**src/logic/sms_pkg.sv**
```systemverilog
// sms_pkg: constants shared by the suspend sequencer and its power-management partner.
// assumes a single 100 MHz clock.
package sms_pkg;
  // ----------------------------------------
  // apb register map (byte offsets)
  // ----------------------------------------
  localparam logic [7:0] OFS_PWRCTL = 8'h00;
  localparam logic [7:0] OFS_SUSCFG = 8'h04;
  localparam logic [7:0] OFS_PNLINT = 8'h08;
  localparam logic [7:0] OFS_STATUS = 8'h0c;
  localparam logic [7:0] OFS_IRQST = 8'h10;
  localparam logic [7:0] OFS_IRQEN = 8'h14;
  localparam logic [7:0] OFS_IRQCLR = 8'h18;
  localparam logic [7:0] OFS_HREQ = 8'h1c;
  // ----------------------------------------
  // field positions and reset values
  // ----------------------------------------
  localparam int CFG_REF_LO = 0;
  localparam int CFG_HWEN = 2;
  localparam int CFG_POL = 3;
  localparam int CFG_DIV = 4;
  localparam int PWR_SWSUS = 2;
  localparam logic [4:0] SUSCFG_RST = 5'h00;
  localparam logic [7:0] PNLINT_RST = 8'h04;
  localparam logic [1:0] REF_CBR8 = 2'h0;
  localparam logic [1:0] REF_CBR64 = 2'h1;
  localparam logic [1:0] REF_SELF = 2'h2;
  localparam logic [1:0] REF_NONE = 2'h3;
  // irq bits: 0 entered suspend, 1 resumed
  localparam int IRQ_W = 2;
  // ----------------------------------------
  // timing
  // ----------------------------------------
  localparam int CLK_MHZ = 100;
  localparam int SLOW_DIV = 432;
  localparam int SLOW_CNT = 3052;
  localparam int STAT_US = 32;
  localparam int STAT_CYC = STAT_US * CLK_MHZ;
  localparam int PANEL_DOWN_MS = 150;
  localparam int PANEL_DOWN_CYC = PANEL_DOWN_MS * 1000 * CLK_MHZ;
  localparam int SYNTH_MS = 64;
  localparam int SYNTH_CYC = SYNTH_MS * 1000 * CLK_MHZ;
  localparam int CBR_BURST = 3;
  typedef enum logic [3:0] {
    SMS_RUN = 4'h0, SMS_REFR = 4'h1, SMS_WAIT = 4'h2, SMS_PDOWN = 4'h3,
    SMS_STOP = 4'h4, SMS_SYNTH = 4'h5, SMS_LASTREF = 4'h6, SMS_VDD = 4'h7,
    SMS_PADS = 4'h8, SMS_BL = 4'h9
  } sms_state_t;
endpackage : sms_pkg

```
**src/logic/sms_link_if.sv**
```systemverilog
// sms_link_if: pins between power-management logic and the sequencer.
// assumes both ends share clock.
`timescale 1ns/100ps
interface sms_link_if;
  logic suspendRequest;
  logic suspendStatusN;
  logic slowClockInput;
  logic hostReady;
  modport dev (input suspendRequest, input slowClockInput, output suspendStatusN,
    output hostReady);
  modport sys (output suspendRequest, output slowClockInput, input suspendStatusN,
    input hostReady);
endinterface : sms_link_if

```
**src/logic/sms_sequencer.sv**
```systemverilog
// sms_sequencer: suspend-mode power sequencer with apb registers and irq.
// assumes apb master synchronous to clock; link pins synchronous to clock.
// Operation
// (RQ1) hardware request honoured only when enabled
// (RQ2) polarity bit selects request active level
// (RQ3) software bit enters and leaves suspend
// (RQ4) hardware suspend refuses host, outputs low
// (RQ5) registers and memory retained through suspend
// (RQ6) slow clock divided or taken external
// (RQ7) refresh type field selects suspend refresh
// (RQ8) block transfer pauses at refresh, resumes
// (RQ9) system requests only after host drained
// (RQ10) after cbr burst switch to slow refresh
// (RQ11) interval, panel down 150 ms, clocks stop
// (RQ12) system may stop slow clock self-refresh only
// (RQ13) status output active only with bit 4
// (RQ14) status low clocks-stop to 32 us after
// (RQ15) suspend ends by its starting mechanism
// (RQ16) resume waits 64 ms for synthesizers
// (RQ17) host restored after last slow refresh
// (RQ18) resume steps vdd, pads, backlight by interval
// (RQ19) interval counter runs on slow clock ticks
//
// Added by the designer: the APB interface to the registers and the register addresses.
`timescale 1ns/100ps
module sms_sequencer
  import sms_pkg::*;
#(
  parameter int PanelDownCyc = PANEL_DOWN_CYC,
  parameter int SynthCyc = SYNTH_CYC
) (
  input wire logic clock,
  input wire logic reset_n,
  sms_link_if.dev link,
  input wire logic psel,
  input wire logic penable,
  input wire logic pwrite,
  input wire logic [7:0] paddr,
  input wire logic [31:0] pwdata,
  output logic [31:0] prdata,
  output logic pready,
  output logic pslverr,
  output logic irq,
  output logic refreshPulse,
  output logic selfRefreshLow,
  output logic memOutputEnable,
  output logic bltPause,
  output logic panelVdd,
  output logic panelPads,
  output logic panelBacklight,
  output logic clocksRun,
  output logic refClockEnable
);
  // ----------------------------------------
  // registers
  // ----------------------------------------
  logic [4:0] cfg_r, cfg_nxt;
  logic swSus_r, swSus_nxt;
  logic [7:0] intv_r, intv_nxt;
  logic [IRQ_W-1:0] irqSt_r, irqSt_nxt, irqEn_r, irqEn_nxt, irqSet;
  sms_state_t st_r, st_nxt;
  logic [31:0] cnt_r, cnt_nxt;
  logic [8:0] div_r, div_nxt;
  logic [11:0] ref_r, ref_nxt;
  logic [2:0] cbr_r, cbr_nxt;
  logic [11:0] stat_r, stat_nxt;
  logic hwSus_r, hwSus_nxt;
  logic slowPrev_r, slowTick, refTick, hwReq, anyReq, wr;
  logic [31:0] rdWord, prdata_nxt;

  // request level after polarity and enable
  assign hwReq = cfg_r[CFG_HWEN] & (link.suspendRequest ^ cfg_r[CFG_POL]);  // see RQ1 RQ2
  assign anyReq = hwReq | swSus_r;  // see RQ3 RQ15
  // host locked out from hardware suspend entry until the last slow refresh; software suspend keeps the bus
  assign wr = psel & penable & pwrite & ~hwSus_r;  // see RQ4 RQ3
  assign pready = 1'b1;

  // ----------------------------------------
  // slow clock: divider or edge of external input
  // ----------------------------------------
  always_comb
  begin
    div_nxt = (div_r == 9'(SLOW_DIV - 1)) ? 9'h000 : div_r + 9'h001;
    slowTick = cfg_r[CFG_DIV] ? (div_r == 9'(SLOW_DIV - 1))
                               : (link.slowClockInput & ~slowPrev_r);  // see RQ6
  end
  assign refClockEnable = cfg_r[CFG_DIV];  // see RQ6
  // refresh period: 8 ms is 256 ticks, 64 ms is 2048 ticks of 32 kHz
  always_comb
  begin
    ref_nxt = ref_r;
    refTick = 1'b0;
    if (slowTick)
    begin
      if (ref_r == ((cfg_r[1:0] == REF_CBR64) ? 12'h7ff : 12'h0ff))  // see RQ7
      begin
        ref_nxt = 12'h000;
        refTick = 1'b1;
      end
      else
        ref_nxt = ref_r + 12'h001;
    end
  end

  // ----------------------------------------
  // sequence
  // ----------------------------------------
  always_comb
  begin
    st_nxt = st_r;
    cnt_nxt = cnt_r;
    cbr_nxt = cbr_r;
    hwSus_nxt = hwSus_r;
    irqSet = '0;
    case (st_r)
      SMS_RUN:
      begin
        if (anyReq)
        begin
          st_nxt = SMS_REFR;
          hwSus_nxt = hwReq;
          cbr_nxt = 3'h0;
        end
      end
      SMS_REFR:
      begin
        if (cbr_r == 3'(CBR_BURST))  // see RQ10
        begin
          st_nxt = SMS_WAIT;
          cnt_nxt = {24'h0, intv_r};
        end
        else if (slowTick)
          cbr_nxt = cbr_r + 3'h1;
      end
      SMS_WAIT:
      begin
        if (cnt_r == 32'h0)
        begin
          st_nxt = SMS_PDOWN;
          cnt_nxt = 32'(PanelDownCyc);
        end
        else if (slowTick)
          cnt_nxt = cnt_r - 32'h1;  // see RQ19
      end
      SMS_PDOWN:
      begin
        if (cnt_r == 32'h0)
        begin
          st_nxt = SMS_STOP;  // see RQ11
          irqSet[0] = 1'b1;
        end
        else
          cnt_nxt = cnt_r - 32'h1;
      end
      SMS_STOP:
      begin
        if ((hwSus_r & ~hwReq) | (~hwSus_r & ~swSus_r))  // see RQ15
        begin
          st_nxt = SMS_SYNTH;
          cnt_nxt = 32'(SynthCyc);
        end
      end
      SMS_SYNTH:
      begin
        if (cnt_r == 32'h0)
          st_nxt = SMS_LASTREF;  // see RQ16
        else
          cnt_nxt = cnt_r - 32'h1;
      end
      SMS_LASTREF:
      begin
        if (refTick | (cfg_r[1:0] == REF_SELF) | (cfg_r[1:0] == REF_NONE))
        begin
          st_nxt = SMS_VDD;  // see RQ17
          hwSus_nxt = 1'b0;
          cnt_nxt = {24'h0, intv_r};
        end
      end
      SMS_VDD, SMS_PADS, SMS_BL:
      begin
        if (cnt_r == 32'h0)
        begin
          cnt_nxt = {24'h0, intv_r};
          st_nxt = (st_r == SMS_VDD) ? SMS_PADS : (st_r == SMS_PADS) ? SMS_BL : SMS_RUN;
          irqSet[1] = (st_r == SMS_BL);  // see RQ18
        end
        else if (slowTick)
          cnt_nxt = cnt_r - 32'h1;
      end
      default:
        st_nxt = SMS_RUN;
    endcase
  end

  // status low from clock stop until 32 us after restart, and held low through the synthesizer wait and last refresh
  always_comb
  begin
    stat_nxt = stat_r;
    if (st_r == SMS_STOP)
      stat_nxt = 12'(STAT_CYC);
    else if (stat_r != 12'h000)
      stat_nxt = stat_r - 12'h001;  // see RQ14
  end

  // ----------------------------------------
  // register writes and irq
  // ----------------------------------------
  always_comb
  begin
    cfg_nxt = cfg_r;
    swSus_nxt = swSus_r;
    intv_nxt = intv_r;
    irqEn_nxt = irqEn_r;
    irqSt_nxt = irqSt_r;
    if (wr && paddr == OFS_SUSCFG)
      cfg_nxt = pwdata[4:0];
    if (wr && paddr == OFS_PWRCTL)
      swSus_nxt = pwdata[PWR_SWSUS];  // see RQ3
    if (wr && paddr == OFS_PNLINT)
      intv_nxt = pwdata[7:0];
    if (wr && paddr == OFS_IRQEN)
      irqEn_nxt = pwdata[IRQ_W-1:0];
    if (wr && paddr == OFS_IRQCLR)
      irqSt_nxt = irqSt_nxt & ~pwdata[IRQ_W-1:0];
    irqSt_nxt = irqSt_nxt | irqSet;
  end
  assign irq = |(irqSt_r & irqEn_r);

  always_comb
  begin
    rdWord = 32'h0;
    pslverr = 1'b0;
    if (psel & hwSus_r)
      pslverr = 1'b1;  // see RQ4
    else if (psel & ~pwrite)
    begin
      case (paddr)
        OFS_PWRCTL: rdWord = {29'h0, swSus_r, 2'h0};
        OFS_SUSCFG: rdWord = {27'h0, cfg_r};
        OFS_PNLINT: rdWord = {24'h0, intv_r};
        OFS_STATUS: rdWord = {28'h0, st_r};
        OFS_IRQST: rdWord = {30'h0, irqSt_r};
        OFS_IRQEN: rdWord = {30'h0, irqEn_r};
        OFS_IRQCLR: rdWord = 32'h0;
        default: pslverr = 1'b1;
      endcase
    end
    // captured in the setup cycle so the word stands through the access phase
    prdata_nxt = (psel & ~penable & ~pwrite) ? rdWord : prdata;
  end

  // ----------------------------------------
  // outputs; registers held through suspend, never cleared by it
  // ----------------------------------------
  assign link.suspendStatusN = ~cfg_r[CFG_DIV] | (stat_r == 12'h000 && st_r != SMS_STOP
                               && st_r != SMS_SYNTH && st_r != SMS_LASTREF);  // see RQ13 RQ14
  assign link.hostReady = ~hwSus_r;
  assign bltPause = (st_r != SMS_RUN) & (st_r != SMS_REFR | cbr_r != 3'h0);  // see RQ8
  assign refreshPulse = (st_r == SMS_RUN | st_r == SMS_REFR) ? slowTick
                        : (cfg_r[1:0] != REF_SELF && cfg_r[1:0] != REF_NONE) & refTick;
  assign selfRefreshLow = (st_r == SMS_STOP) & (cfg_r[1:0] == REF_SELF);  // see RQ7
  assign memOutputEnable = ~((st_r == SMS_STOP) & (cfg_r[1:0] == REF_NONE));  // see RQ5
  assign clocksRun = (st_r != SMS_STOP);  // see RQ11
  assign panelVdd = (st_r == SMS_RUN) | (st_r == SMS_REFR) | (st_r == SMS_WAIT)
                    | (st_r == SMS_PADS) | (st_r == SMS_BL);
  assign panelPads = (st_r == SMS_RUN) | (st_r == SMS_REFR) | (st_r == SMS_WAIT)
                     | (st_r == SMS_BL);
  assign panelBacklight = (st_r == SMS_RUN) | (st_r == SMS_REFR) | (st_r == SMS_WAIT);

  always_ff @(posedge clock or negedge reset_n)
  begin
    if (!reset_n)
    begin
      cfg_r <= SUSCFG_RST;
      swSus_r <= 1'b0;
      intv_r <= PNLINT_RST;
      irqSt_r <= '0;
      irqEn_r <= '0;
      st_r <= SMS_RUN;
      cnt_r <= 32'h0;
      div_r <= 9'h000;
      ref_r <= 12'h000;
      cbr_r <= 3'h0;
      stat_r <= 12'h000;
      hwSus_r <= 1'b0;
      slowPrev_r <= 1'b0;
      prdata <= 32'h0;
    end
    else
    begin
      cfg_r <= cfg_nxt;
      swSus_r <= swSus_nxt;
      intv_r <= intv_nxt;
      irqSt_r <= irqSt_nxt;
      irqEn_r <= irqEn_nxt;
      st_r <= st_nxt;
      cnt_r <= cnt_nxt;
      div_r <= div_nxt;
      ref_r <= ref_nxt;
      cbr_r <= cbr_nxt;
      stat_r <= stat_nxt;
      hwSus_r <= hwSus_nxt;
      slowPrev_r <= link.slowClockInput;
      prdata <= prdata_nxt;
    end
  end
endmodule : sms_sequencer

```
**src/flat_wrapper.sv**
```systemverilog
// flat-port wrapper written by rule: the top's interface ports become plain ports
module sms_sequencer_flat import sms_pkg::*;
#(
  parameter int PanelDownCyc = PANEL_DOWN_CYC,
  parameter int SynthCyc = SYNTH_CYC
)
  (clock, reset_n, psel, penable, pwrite, paddr, pwdata, prdata, pready, pslverr, irq, refreshPulse, selfRefreshLow, memOutputEnable, bltPause, panelVdd, panelPads, panelBacklight, clocksRun, refClockEnable, link_suspendRequest, link_slowClockInput, link_suspendStatusN, link_hostReady);
  sms_link_if link_i ();
  input wire logic clock;
  input wire logic reset_n;
  input wire logic psel;
  input wire logic penable;
  input wire logic pwrite;
  input wire logic [7:0] paddr;
  input wire logic [31:0] pwdata;
  output logic [31:0] prdata;
  output logic pready;
  output logic pslverr;
  output logic irq;
  output logic refreshPulse;
  output logic selfRefreshLow;
  output logic memOutputEnable;
  output logic bltPause;
  output logic panelVdd;
  output logic panelPads;
  output logic panelBacklight;
  output logic clocksRun;
  output logic refClockEnable;
  input wire logic [$bits(link_i.suspendRequest)-1:0] link_suspendRequest;
  input wire logic [$bits(link_i.slowClockInput)-1:0] link_slowClockInput;
  output wire logic [$bits(link_i.suspendStatusN)-1:0] link_suspendStatusN;
  output wire logic [$bits(link_i.hostReady)-1:0] link_hostReady;
  assign link_i.suspendRequest = link_suspendRequest;
  assign link_i.slowClockInput = link_slowClockInput;
  assign link_suspendStatusN = link_i.suspendStatusN;
  assign link_hostReady = link_i.hostReady;
  sms_sequencer #(.PanelDownCyc(PanelDownCyc), .SynthCyc(SynthCyc)) u_core (.clock(clock), .reset_n(reset_n), .link(link_i), .psel(psel), .penable(penable), .pwrite(pwrite), .paddr(paddr), .pwdata(pwdata), .prdata(prdata), .pready(pready), .pslverr(pslverr), .irq(irq), .refreshPulse(refreshPulse), .selfRefreshLow(selfRefreshLow), .memOutputEnable(memOutputEnable), .bltPause(bltPause), .panelVdd(panelVdd), .panelPads(panelPads), .panelBacklight(panelBacklight), .clocksRun(clocksRun), .refClockEnable(refClockEnable));
endmodule
```
**config.mk**
```make
export PLATFORM = sky130hd
export DESIGN_NAME = sms_sequencer_flat
export DESIGN_NICKNAME = d
export VERILOG_FILES = /design/src/logic/sms_pkg.sv /design/src/logic/sms_link_if.sv /design/src/logic/sms_sequencer.sv /design/src/flat_wrapper.sv
export SDC_FILE = /design/constraint.sdc
export NUM_CORES = 1
export LEC_CHECK = 0
export ABC_AREA = 0
export BUFFER_PORTS_ARGS = -buffer_cell sky130_fd_sc_hd__buf_4
export CORE_MARGIN = 2
export CORE_UTILIZATION = 35
export CTS_CLUSTER_SIZE = 14
export DETAILED_ROUTE_END_ITERATION = 16
export SYNTH_ARGS = -nofsm -noshare
export SYNTH_HDL_FRONTEND = slang
export SYNTH_SLANG_ARGS = --single-unit
```
**constraint.sdc**
```tcl
create_clock -name clock -period 2.25 [get_ports clock]
set_input_delay 0.225 -clock clock [delete_from_list [all_inputs] [get_ports clock]]
set_output_delay 0.225 -clock clock [all_outputs]
set_load 0.03 [all_outputs]
```
After elaboration in Yosys (flattened, before gate mapping)
Index checks and enable logic that the tools add are counted.
{"block": "op_classes", "order_cmp": 0, "eq_ne": 38, "shift": 0, "n_mux": 46, "n_div": 0, "multipliers": 0, "n_addsub": 5, "reduce_logical": 28, "bitwise_logic": 39}
{"operator": "2-to-1 mux 32 bit", "n": 9}
{"operator": "case mux 32 bit (6 select lines)", "n": 1}
{"operator": "case mux 8 bit (6 select lines)", "n": 1}
{"operator": "2-to-1 mux 4 bit", "n": 10}
{"operator": "2-to-1 mux 12 bit", "n": 3}
{"operator": "zero test 32 bit", "n": 1}
{"operator": "case mux 4 bit (8 select lines)", "n": 1}
{"operator": "subtractor 32 x 1 -> 32 bit, second input constant", "n": 1}
{"operator": "equality test 8 x 5 -> 1 bit, second input constant", "n": 3}
{"operator": "!= test 2 x 1 -> 1 bit, second input constant", "n": 9}
{"operator": "equality test 4 x 3 -> 1 bit, second input constant", "n": 4}
{"operator": "equality test 8 x 4 -> 1 bit, second input constant", "n": 2}
{"operator": "AND 1 bit", "n": 15}
{"operator": "2-to-1 mux 1 bit", "n": 13}
{"operator": "adder 12 x 1 -> 12 bit, second input constant", "n": 1}
{"operator": "equality test 12 bit", "n": 1}
{"operator": "zero test 12 bit", "n": 1}
{"operator": "!= test 4 x 3 -> 1 bit, second input constant", "n": 3}
{"operator": "nonzero test 12 bit", "n": 1}
{"operator": "subtractor 12 x 1 -> 12 bit, second input constant", "n": 1}
{"operator": "2-to-1 mux 11 bit", "n": 1}
{"operator": "OR 1 bit", "n": 11}
{"operator": "adder 9 x 1 -> 9 bit, second input constant", "n": 1}
{"operator": "equality test 9 bit, second input constant", "n": 1}
{"operator": "34 further kinds", "n": 61}
{"block": "totals", "output_inout_bits": 46, "wordCells": 170, "ramBits": 0, "in_bits": 47, "latch_bits": 0, "regBits": 124, "rom_bits": 0, "memories": 0}

Logic depth before layout (Yosys ltp)
Gate-level depths: netlist of run 1.
{"block": "logic_depth", "ltp_word": 9, "ltp_mapped": 11, "mapped_depth_nobuf": 9}

Worst setup path before layout of run 1
Ideal clock, no wire load.
{"block": "synth_timing", "kind": "register to output", "start": "register u_core.stat_r[4]", "end": "output port link_suspendStatusN", "slack_ns": -0.305, "stages_incl_launch_ff": 5, "n_path_buf": 0, "t_arrival_ns": 2.330, "t_required_ns": 2.025, "path_cell_list": "dfrtp_1 -> or4_1 -> or3_1 -> nand3b_1 -> o21ai_0"}
{"block": "synth_via", "elab_chain_cells": 5}
{"item": "from (decl)", "line_no": "sms_sequencer.sv:66", "text": "logic [11:0] stat_r, stat_nxt;"}
{"item": "from (signal assigned)", "line_no": "sms_sequencer.sv:301", "text": "stat_r <= stat_nxt;"}
{"item": "zero test 12 bit", "line_no": "sms_sequencer.sv:255", "text": "assign link.suspendStatusN = ~cfg_r[CFG_DIV] | (stat_r == 12'h000 && st_r != SMS_STOP"}
{"item": "logical AND 1 bit", "line_no": "sms_sequencer.sv:255"}
{"item": "logical AND 1 bit (2 in series)", "line_no": "sms_sequencer.sv:256", "text": "&& st_r != SMS_SYNTH && st_r != SMS_LASTREF);"}
{"item": "OR 1 bit", "line_no": "sms_sequencer.sv:255"}
{"item": "to (decl)", "line_no": "flat_wrapper.sv:31", "text": "output wire logic [$bits(link_i.suspendStatusN)-1:0] link_suspendStatusN;"}
Every way passes these cells.

Worst setup path in the final report of run 1
{"block": "layout_timing", "start": "register u_core.cnt_r[29]", "end": "register u_core.cnt_r[6]"}
{"block": "layout_via", "elab_chain_cells": 3, "elab_cells_between_ends": 6, "cone_classes": "eq/ne (1); mux (3); reduce/logical (2)"}
{"item": "from (decl)", "line_no": "sms_sequencer.sv:62", "text": "logic [31:0] cnt_r, cnt_nxt;"}
{"item": "from (signal assigned)", "line_no": "sms_sequencer.sv:297", "text": "cnt_r <= cnt_nxt;"}
{"item": "zero test 32 bit *"}
{"item": "2-to-1 mux 32 bit, or another cell as far along", "line_no": "sms_sequencer.sv:181", "text": "if (cnt_r == 32'h0)"}
{"item": "case mux 32 bit (6 select lines) / AND reduction 5 bit (equally long branches)"}
Mark *: on every way between the ends. The rest lies on a longest branch, timed or not.
A chain may end at the register's enable or synchronous reset.

==> results.yml, run 1 <==
cts:
  cts_htree_levels: 3
  cts_made_buffers: 9
  clk_pin_slew_worst_paths_ns: 0.07
  cts-root-buf: "clkbuf_16"
  cts_tree: "done"
  clk_path_buf_depth: 2
  clkSinkCount: 100
  clkLatencyLatePin_ns: 0.36
floorplan:
  die_area_mm2: 0.0186
  die_w_um: 136
  initial_utilization: 0.356
  die_y_um: 136
  row_count: 48
  io_pins: 93
  core_mm2: 0.0172
sta:
  fin_crit_sh: 1.10
  setup_ws_ns: -0.228
  setup_viol: 34
  timing.slew.headroom: 0.652
  finalHoldViolCount: 0
  max_freq_mhz: 403
  worst_pin_slew_ns: 0.519
  timing.final.crit_period_ns: 2.48
  rsz0062_at_grt: "yes"
  finalHoldWorstSlack_ns: 0.0976
  drv_slew: 0
  setup_tns_ns: -4.83
  clock_skew_ns: 0.00937
placement:
  dp_slack_ns: -0.330
  place_inst: 1075
  dp_hpwl_um: 12800
  io_buffers: 43
  place_congestion: 0.850
  post_dp_cell_area_mm2: 0.00774
job:
  max-cap-violations: 0
power_and_ir_drop:
  p_sw_mw: 3.30
  switching_share: 0.382
  irDropWorstVdd_uv: 550
  p_total_mw: 8.64
  p_int_mw: 5.34
  combPwrFrac: 0.505
  seq_power_share: 0.293
  p_per_area_mw_per_mm2: 966
  clockPowerShare: 0.202
  power_leakage_nw: 4.06
drt:
  routed_via_density: 5.26
  drc: 0
  first_pass_iters: 5
  vias: 5936
  wl_per_cell_um: 16.4
  wl_um: 18500
  drt-initial-drc-count: 381
  ant_nets: 0
global_routing:
  grt_pass1_vias: 5895
  grt_pass1_wl_um: 29900
  busiest_layer: "met2"
  use_met2: 0.342
  gr-total-overflow: 0
  antenna_found_initial: 0
  grt_max_degree: 41
  global_route.usage.met3: 0.0410
  use_met1: 0.266
  grt_usage: 0.204
logic_synthesis:
  synth_seq_cells: 100
  yosysWarnings: 0
  synth_cell_type_count: 74
  synth_flop_cell: "dfrtp_1"
  yosys-top-cells-area: "dfrtp_1 (40%), nand2_1 (4.5%), mux2_2 (3.5%), nor2_1 (3.3%), a21oi_1 (3.1%)"
  synth_area_leader_cell: "dfrtp_1"
  synth_area_per_cell_um2: 8.98
  syn_area_mm2: 0.00614
  synth_top_area_share: 0.403
  yosysSeqAreaShare: 0.408
  synthArstFlopShare: 1.00
  synth_cells: 684
  synth-edff-count: 0
layout:
  layout.nets: 953
  multi_input_area_mm2: 0.00385
  stdcell_count: 1129
  final_cell_mix: "buf_4 (197), dfrtp_1 (97), nand2_1 (65)"
  seqCellArea_mm2: 0.00251
  final_area_mm2: 0.00894
  final_common_cell: "buf_4"
  diodes: 0
  fillers: 1542
  final_util: 0.519
  drive_gt1_frac: 0.400
  synthToLayoutAreaGrowth_pct: 45.5
setup_path:
  cpPeakStageDelay_ns: 0.58
  crit_type: "flip-flop to flip-flop"
  cp_max_fo: 6
  worstPathRequired_ns: 2.49
  crit_chain: "or4_4 -> or4_4 -> o31ai_4 -> a21boi_4 -> buf_4 -> a311o_1 -> a21oi_1"
  crit_top_cell: "or4_4"
  crit_slowest_cell: "or4_4"
  cp.arrival_ns: 2.72
  start_kind: "flip-flop"
  worst_setup_path_end_kind: "flip-flop"
run_status:
  violations: "setup timing"
  outcome: "complete, but fails checks"
min_path:
  hold_class: "primary input to flip-flop"
-- Yosys cell counts (4+ instances only) --
| cell | number |
|---|---|
| dfrtp_1 | 99 |
| o22ai_1 | 4 |
| xnor2_1 | 11 |
| or3_1 | 10 |
| and2_1 | 4 |
| or2_2 | 6 |
| buf_4 | 25 |
| nor4_1 | 12 |
| nor2b_1 | 10 |
| nand2b_1 | 9 |
| and3_1 | 12 |
| ha_1 | 7 |
| a22o_1 | 10 |
| o21ai_0 | 37 |
| o21a_1 | 7 |
| xor2_1 | 7 |
| nor3_1 | 36 |
| nand3b_1 | 4 |
| nor2_1 | 54 |
| nand3_1 | 22 |
| o211ai_1 | 5 |
| clkbuf_1 | 13 |
| mux2_2 | 19 |
| nor4b_1 | 5 |
| o31ai_1 | 10 |
| inv_1 | 17 |
| a31oi_1 | 10 |
| buf_2 | 11 |
| nand2_1 | 73 |
| nor3b_1 | 9 |
| o22a_1 | 6 |
| a21oi_1 | 38 |
| a211oi_1 | 5 |
| nand4_1 | 4 |
| mux2i_1 | 9 |
-- kinds of logic (layout without fill, tap and decap cells) --
family	after synthesis	count (layout)	share of synthesized area
AO/OA/AOI/OAI	171	171	0.192
buffers and inverters	71	267	0.0634
adder cells (fa/ha/maj)	8	8	0.0161
XOR/XNOR	18	18	0.0257
AND/OR/NAND/NOR	286	287	0.245
multiplexers	28	28	0.0495
flip-flops	100	100	0.408
other	2	25	0.00122
-- cell type report --
| class | instances | area share |
|---|---|---|
| multi-input cells | 537 | 0.431 |
| flip-flops and latches | 100 | 0.280 |
| repair buffers | 233 | 0.213 |
| well taps | 225 | 0.0315 |
| clock buffers | 9 | 0.0252 |
| clock inverters | 7 | 0.0118 |
| inverters | 18 | 0.00756 |
-- power by group through the flow --
stage / clock (mW) / combinational, mW / sequential [mW]
6_report: 1.75 / 4.36 / 2.53
5_1_grt: 1.88 / 4.71 / 2.57
4_1_cts: 1.80 / 3.95 / 2.51
3_5_place_dp: 0 / 3.61 / 2.52
3_3_place_gp: 0 / 3.57 / 2.52
2_1_floorplan: 0 / 2.04 / 2.50
-- layer usage --
metal  vias up  wire (µm)  part of all wire
met5         -          0                 0
met4         0        271             0.015
met3        18        676             0.037
met2       108       9220              0.50
met1      2917       8310              0.45
li1       2893          -                 -
-- timing repair --
item	4_1_cts	5_1_grt
setup endpoints to repair	37	45
pin swaps	18	31
endpoints found under the hold margin	25	0
buffers inserted	14	25
gates cloned	2	1
resized for setup	61	81
hold buffers	2	0
-- path summary, 6_finish.rpt --
check | start | slack [ns] | to | cells past startpoint
worst min register to register | u_core.prdata[6]$_DFFE_PN0P_ | 0.49 | u_core.prdata[6]$_DFFE_PN0P_ | 2
worst max register to register | u_core.cnt_r[29]$_DFFE_PN0P_ | -0.23 | u_core.cnt_r[6]$_DFFE_PN0P_ | 7
min in group asynchronous | reset_n | 0.34 | u_core.cnt_r[11]$_DFFE_PN0P_ | 2
max in group asynchronous | reset_n | 1.31 | u_core.ref_r[4]$_DFFE_PN0N_ | 3
worst min-delay path | pwdata[5] | 0.1 | u_core.intv_r[5]$_DFFE_PN0P_ | 2
worst max-delay path | u_core.cnt_r[29]$_DFFE_PN0P_ | -0.23 | u_core.cnt_r[6]$_DFFE_PN0P_ | 7
-- critical path: cells and delay by family, from the launching register on --
family,cells,cell delay (ns)
buffers and inverters,1,0.16
AO/OA/AOI/OAI,4,0.69
AND/OR/NAND/NOR,2,1.13
flip-flops,1,0.39
-- state kept, by name, summed over array words and instances (netlist names) --
| name | flops |
|---|---|
| u_core.cfg_r | 5 |
| u_core.hwSus_r | 1 |
| u_core.slowPrev_r | 1 |
| u_core.prdata | 8 |
| u_core.cbr_r | 3 |
| u_core.irqEn_r | 2 |
| u_core.irqSt_r | 2 |
| u_core.stat_r | 12 |
| u_core.cnt_r | 32 |
| u_core.div_r | 9 |
| u_core.swSus_r | 1 |
| u_core.ref_r | 12 |
| u_core.st_r | 4 |
| u_core.intv_r | 8 |
Power figures use the tool's default switching activity.
==> inputs of run 2 (changes only) <==
Settings changed: TNS_END_PERCENT from default to 10.
Clock period 2.25 ns to 2.3 ns, I/O delays scaled along.
==> results.yml, run 2 (same netlist as run 1, synthesis figures left out) <==
setup_path:
  worst_setup_path_end_kind: "flip-flop"
  crit_chain: "or4_4 -> nor3_4 -> buf_4 -> nand4b_4 -> maj3_2 -> a2bb2oi_4 -> buf_6 -> o21bai_1 -> a22o_1"
  cp_num_buf_inv: 2
  crit_slowest_cell: "or4_4"
  crit_type: "flip-flop to flip-flop"
  start_kind: "flip-flop"
  cp.arrival_ns: 2.81
  cp_max_fo: 6
  critPathTopFamily: "simple AND/OR/NAND/NOR gates"
  worstPathRequired_ns: 2.55
  cpPeakStageDelay_ns: 0.58
global_routing:
  grt_pass1_vias: 5653
  grt_pass1_wl_um: 28700
  antenna_found_initial: 0
  grt_usage: 0.195
  gr-total-overflow: 0
  grt_max_degree: 43
drt:
  routed_via_density: 5.31
  drc: 0
  wl_um: 17500
  first_pass_iters: 5
  vias: 5893
  drt-initial-drc-count: 341
  ant_nets: 0
  wl_per_cell_um: 15.8
sta:
  max_freq_mhz: 391
  setup_tns_ns: -4.30
  drv_slew: 0
  fin_crit_sh: 1.11
  timing.slew.headroom: 0.635
  finalHoldViolCount: 0
  timing.final.crit_period_ns: 2.56
  rsz0062_at_grt: "yes"
  worst_pin_slew_ns: 0.548
  setup_ws_ns: -0.255
  clock_skew_ns: 0.0148
  setup_viol: 31
power_and_ir_drop:
  p_int_mw: 4.86
  switching_share: 0.388
  combPwrFrac: 0.503
  p_total_mw: 7.94
  p_per_area_mw_per_mm2: 948
  power_leakage_nw: 3.84
  p_sw_mw: 3.08
  clockPowerShare: 0.192
  seq_power_share: 0.304
  irDropWorstVdd_uv: 616
cts:
  clk_path_buf_depth: 2
  cts_htree_levels: 3
  clk_pin_slew_worst_paths_ns: 0.08
  clkLatencyLatePin_ns: 0.36
  cts_made_buffers: 9
  cts-root-buf: "clkbuf_16"
  clkSinkCount: 100
  cts_tree: "done"
layout:
  final_cell_mix: "buf_4 (204), dfrtp_1 (99), nand2_1 (71)"
  synthToLayoutAreaGrowth_pct: 36.3
  final_common_cell: "buf_4"
  final_util: 0.486
  largest_reg_flops: 32
  drive_gt1_frac: 0.346
  largest_register: "u_core.cnt_r"
  reg_top3: "u_core.cnt_r x32, u_core.ref_r x12, u_core.stat_r x12"
  diodes: 0
  layout.nets: 933
  fillers: 1632
  final_area_mm2: 0.00837
floorplan:
  die_w_um: 136
  core_mm2: 0.0172
  die_area_mm2: 0.0186
  row_count: 48
  io_pins: 93
  initial_utilization: 0.356
  die_y_um: 136
min_path:
  hold_class: "primary input to flip-flop"
job:
  max-cap-violations: 0
placement:
  io_buffers: 43
  place_congestion: 0.906
  post_dp_cell_area_mm2: 0.00776
  dp_hpwl_um: 13200
run_status:
  violations: "setup timing"
  outcome: "complete, but fails checks"
-- run 2: cell type report --
cell class	instances	area (µm²)	area share
Clock buffer	9	225	0.0269
Clock inverter	7	68.8	0.00822
Inverter	18	67.6	0.00807
Multi-Input combinational cell	536	3560	0.425
Sequential cell	100	2500	0.299
Tap cell	225	282	0.0336
Timing Repair Buffer	214	1670	0.199
-- run 2: through the flow --
stage | setup WS [ns] | hold slack, ns | std cells
after floorplan | -0.141 | -0.0656 | 707
after global placement | -0.363 | 0.261 | 1084
after detailed placement | -0.389 | 0.257 | 1084
after CTS | -0.253 | 0.0939 | 1106
after global routing | -0.343 | 0.0969 | 1109
final | -0.255 | 0.105 | 1109
-- run 2: power groups by stage --
stage	clock (mW)	combinational (mW)	sequential, mW
3_5_place_dp	0	3.67	2.41
5_1_grt	1.63	4.34	2.46
6_report	1.53	3.99	2.42
3_3_place_gp	0	3.65	2.41
4_1_cts	1.57	3.76	2.39
2_1_floorplan	0	1.96	2.44
-- run 2: layer usage --
layer / vias to the layer above / part of all wire / track usage / wire (µm)
li1: 2853 / - / - / -
met1: 2876 / 0.47 / 0.270 / 8170
met2: 145 / 0.47 / 0.314 / 8250
met3: 19 / 0.047 / 0.0336 / 823
met4: 0 / 0.016 / 0.0544 / 288
met5: - / 0 / 0 / 0
-- run 2: what timing repair did --
item / 4_1_cts / 5_1_grt
hold endpoints to repair: 39 / 0
pin swaps: 10 / 15
hold buffers: 2 / 0
endpoints found under the setup margin: 36 / 44
setup buffers: 4 / 3
resized for setup: 21 / 36
-- run 2: path summary, 6_finish.rpt --
path / from / end / slack, ns / depth (start not counted)
setup / recovery: u_core.cnt_r[27]$_DFFE_PN0P_ / u_core.cnt_r[16]$_DFFE_PN0P_ / -0.26 / 9
hold / removal: pwdata[5] / u_core.intv_r[5]$_DFFE_PN0P_ / 0.11 / 2
setup reg to reg: u_core.cnt_r[27]$_DFFE_PN0P_ / u_core.cnt_r[16]$_DFFE_PN0P_ / -0.26 / 9
hold reg to reg: u_core.prdata[6]$_DFFE_PN0P_ / u_core.prdata[6]$_DFFE_PN0P_ / 0.48 / 2
max in group asynchronous: reset_n / u_core.prdata[5]$_DFFE_PN0P_ / 1.30 / 3
min in group asynchronous: reset_n / u_core.ref_r[1]$_DFFE_PN0N_ / 0.39 / 2
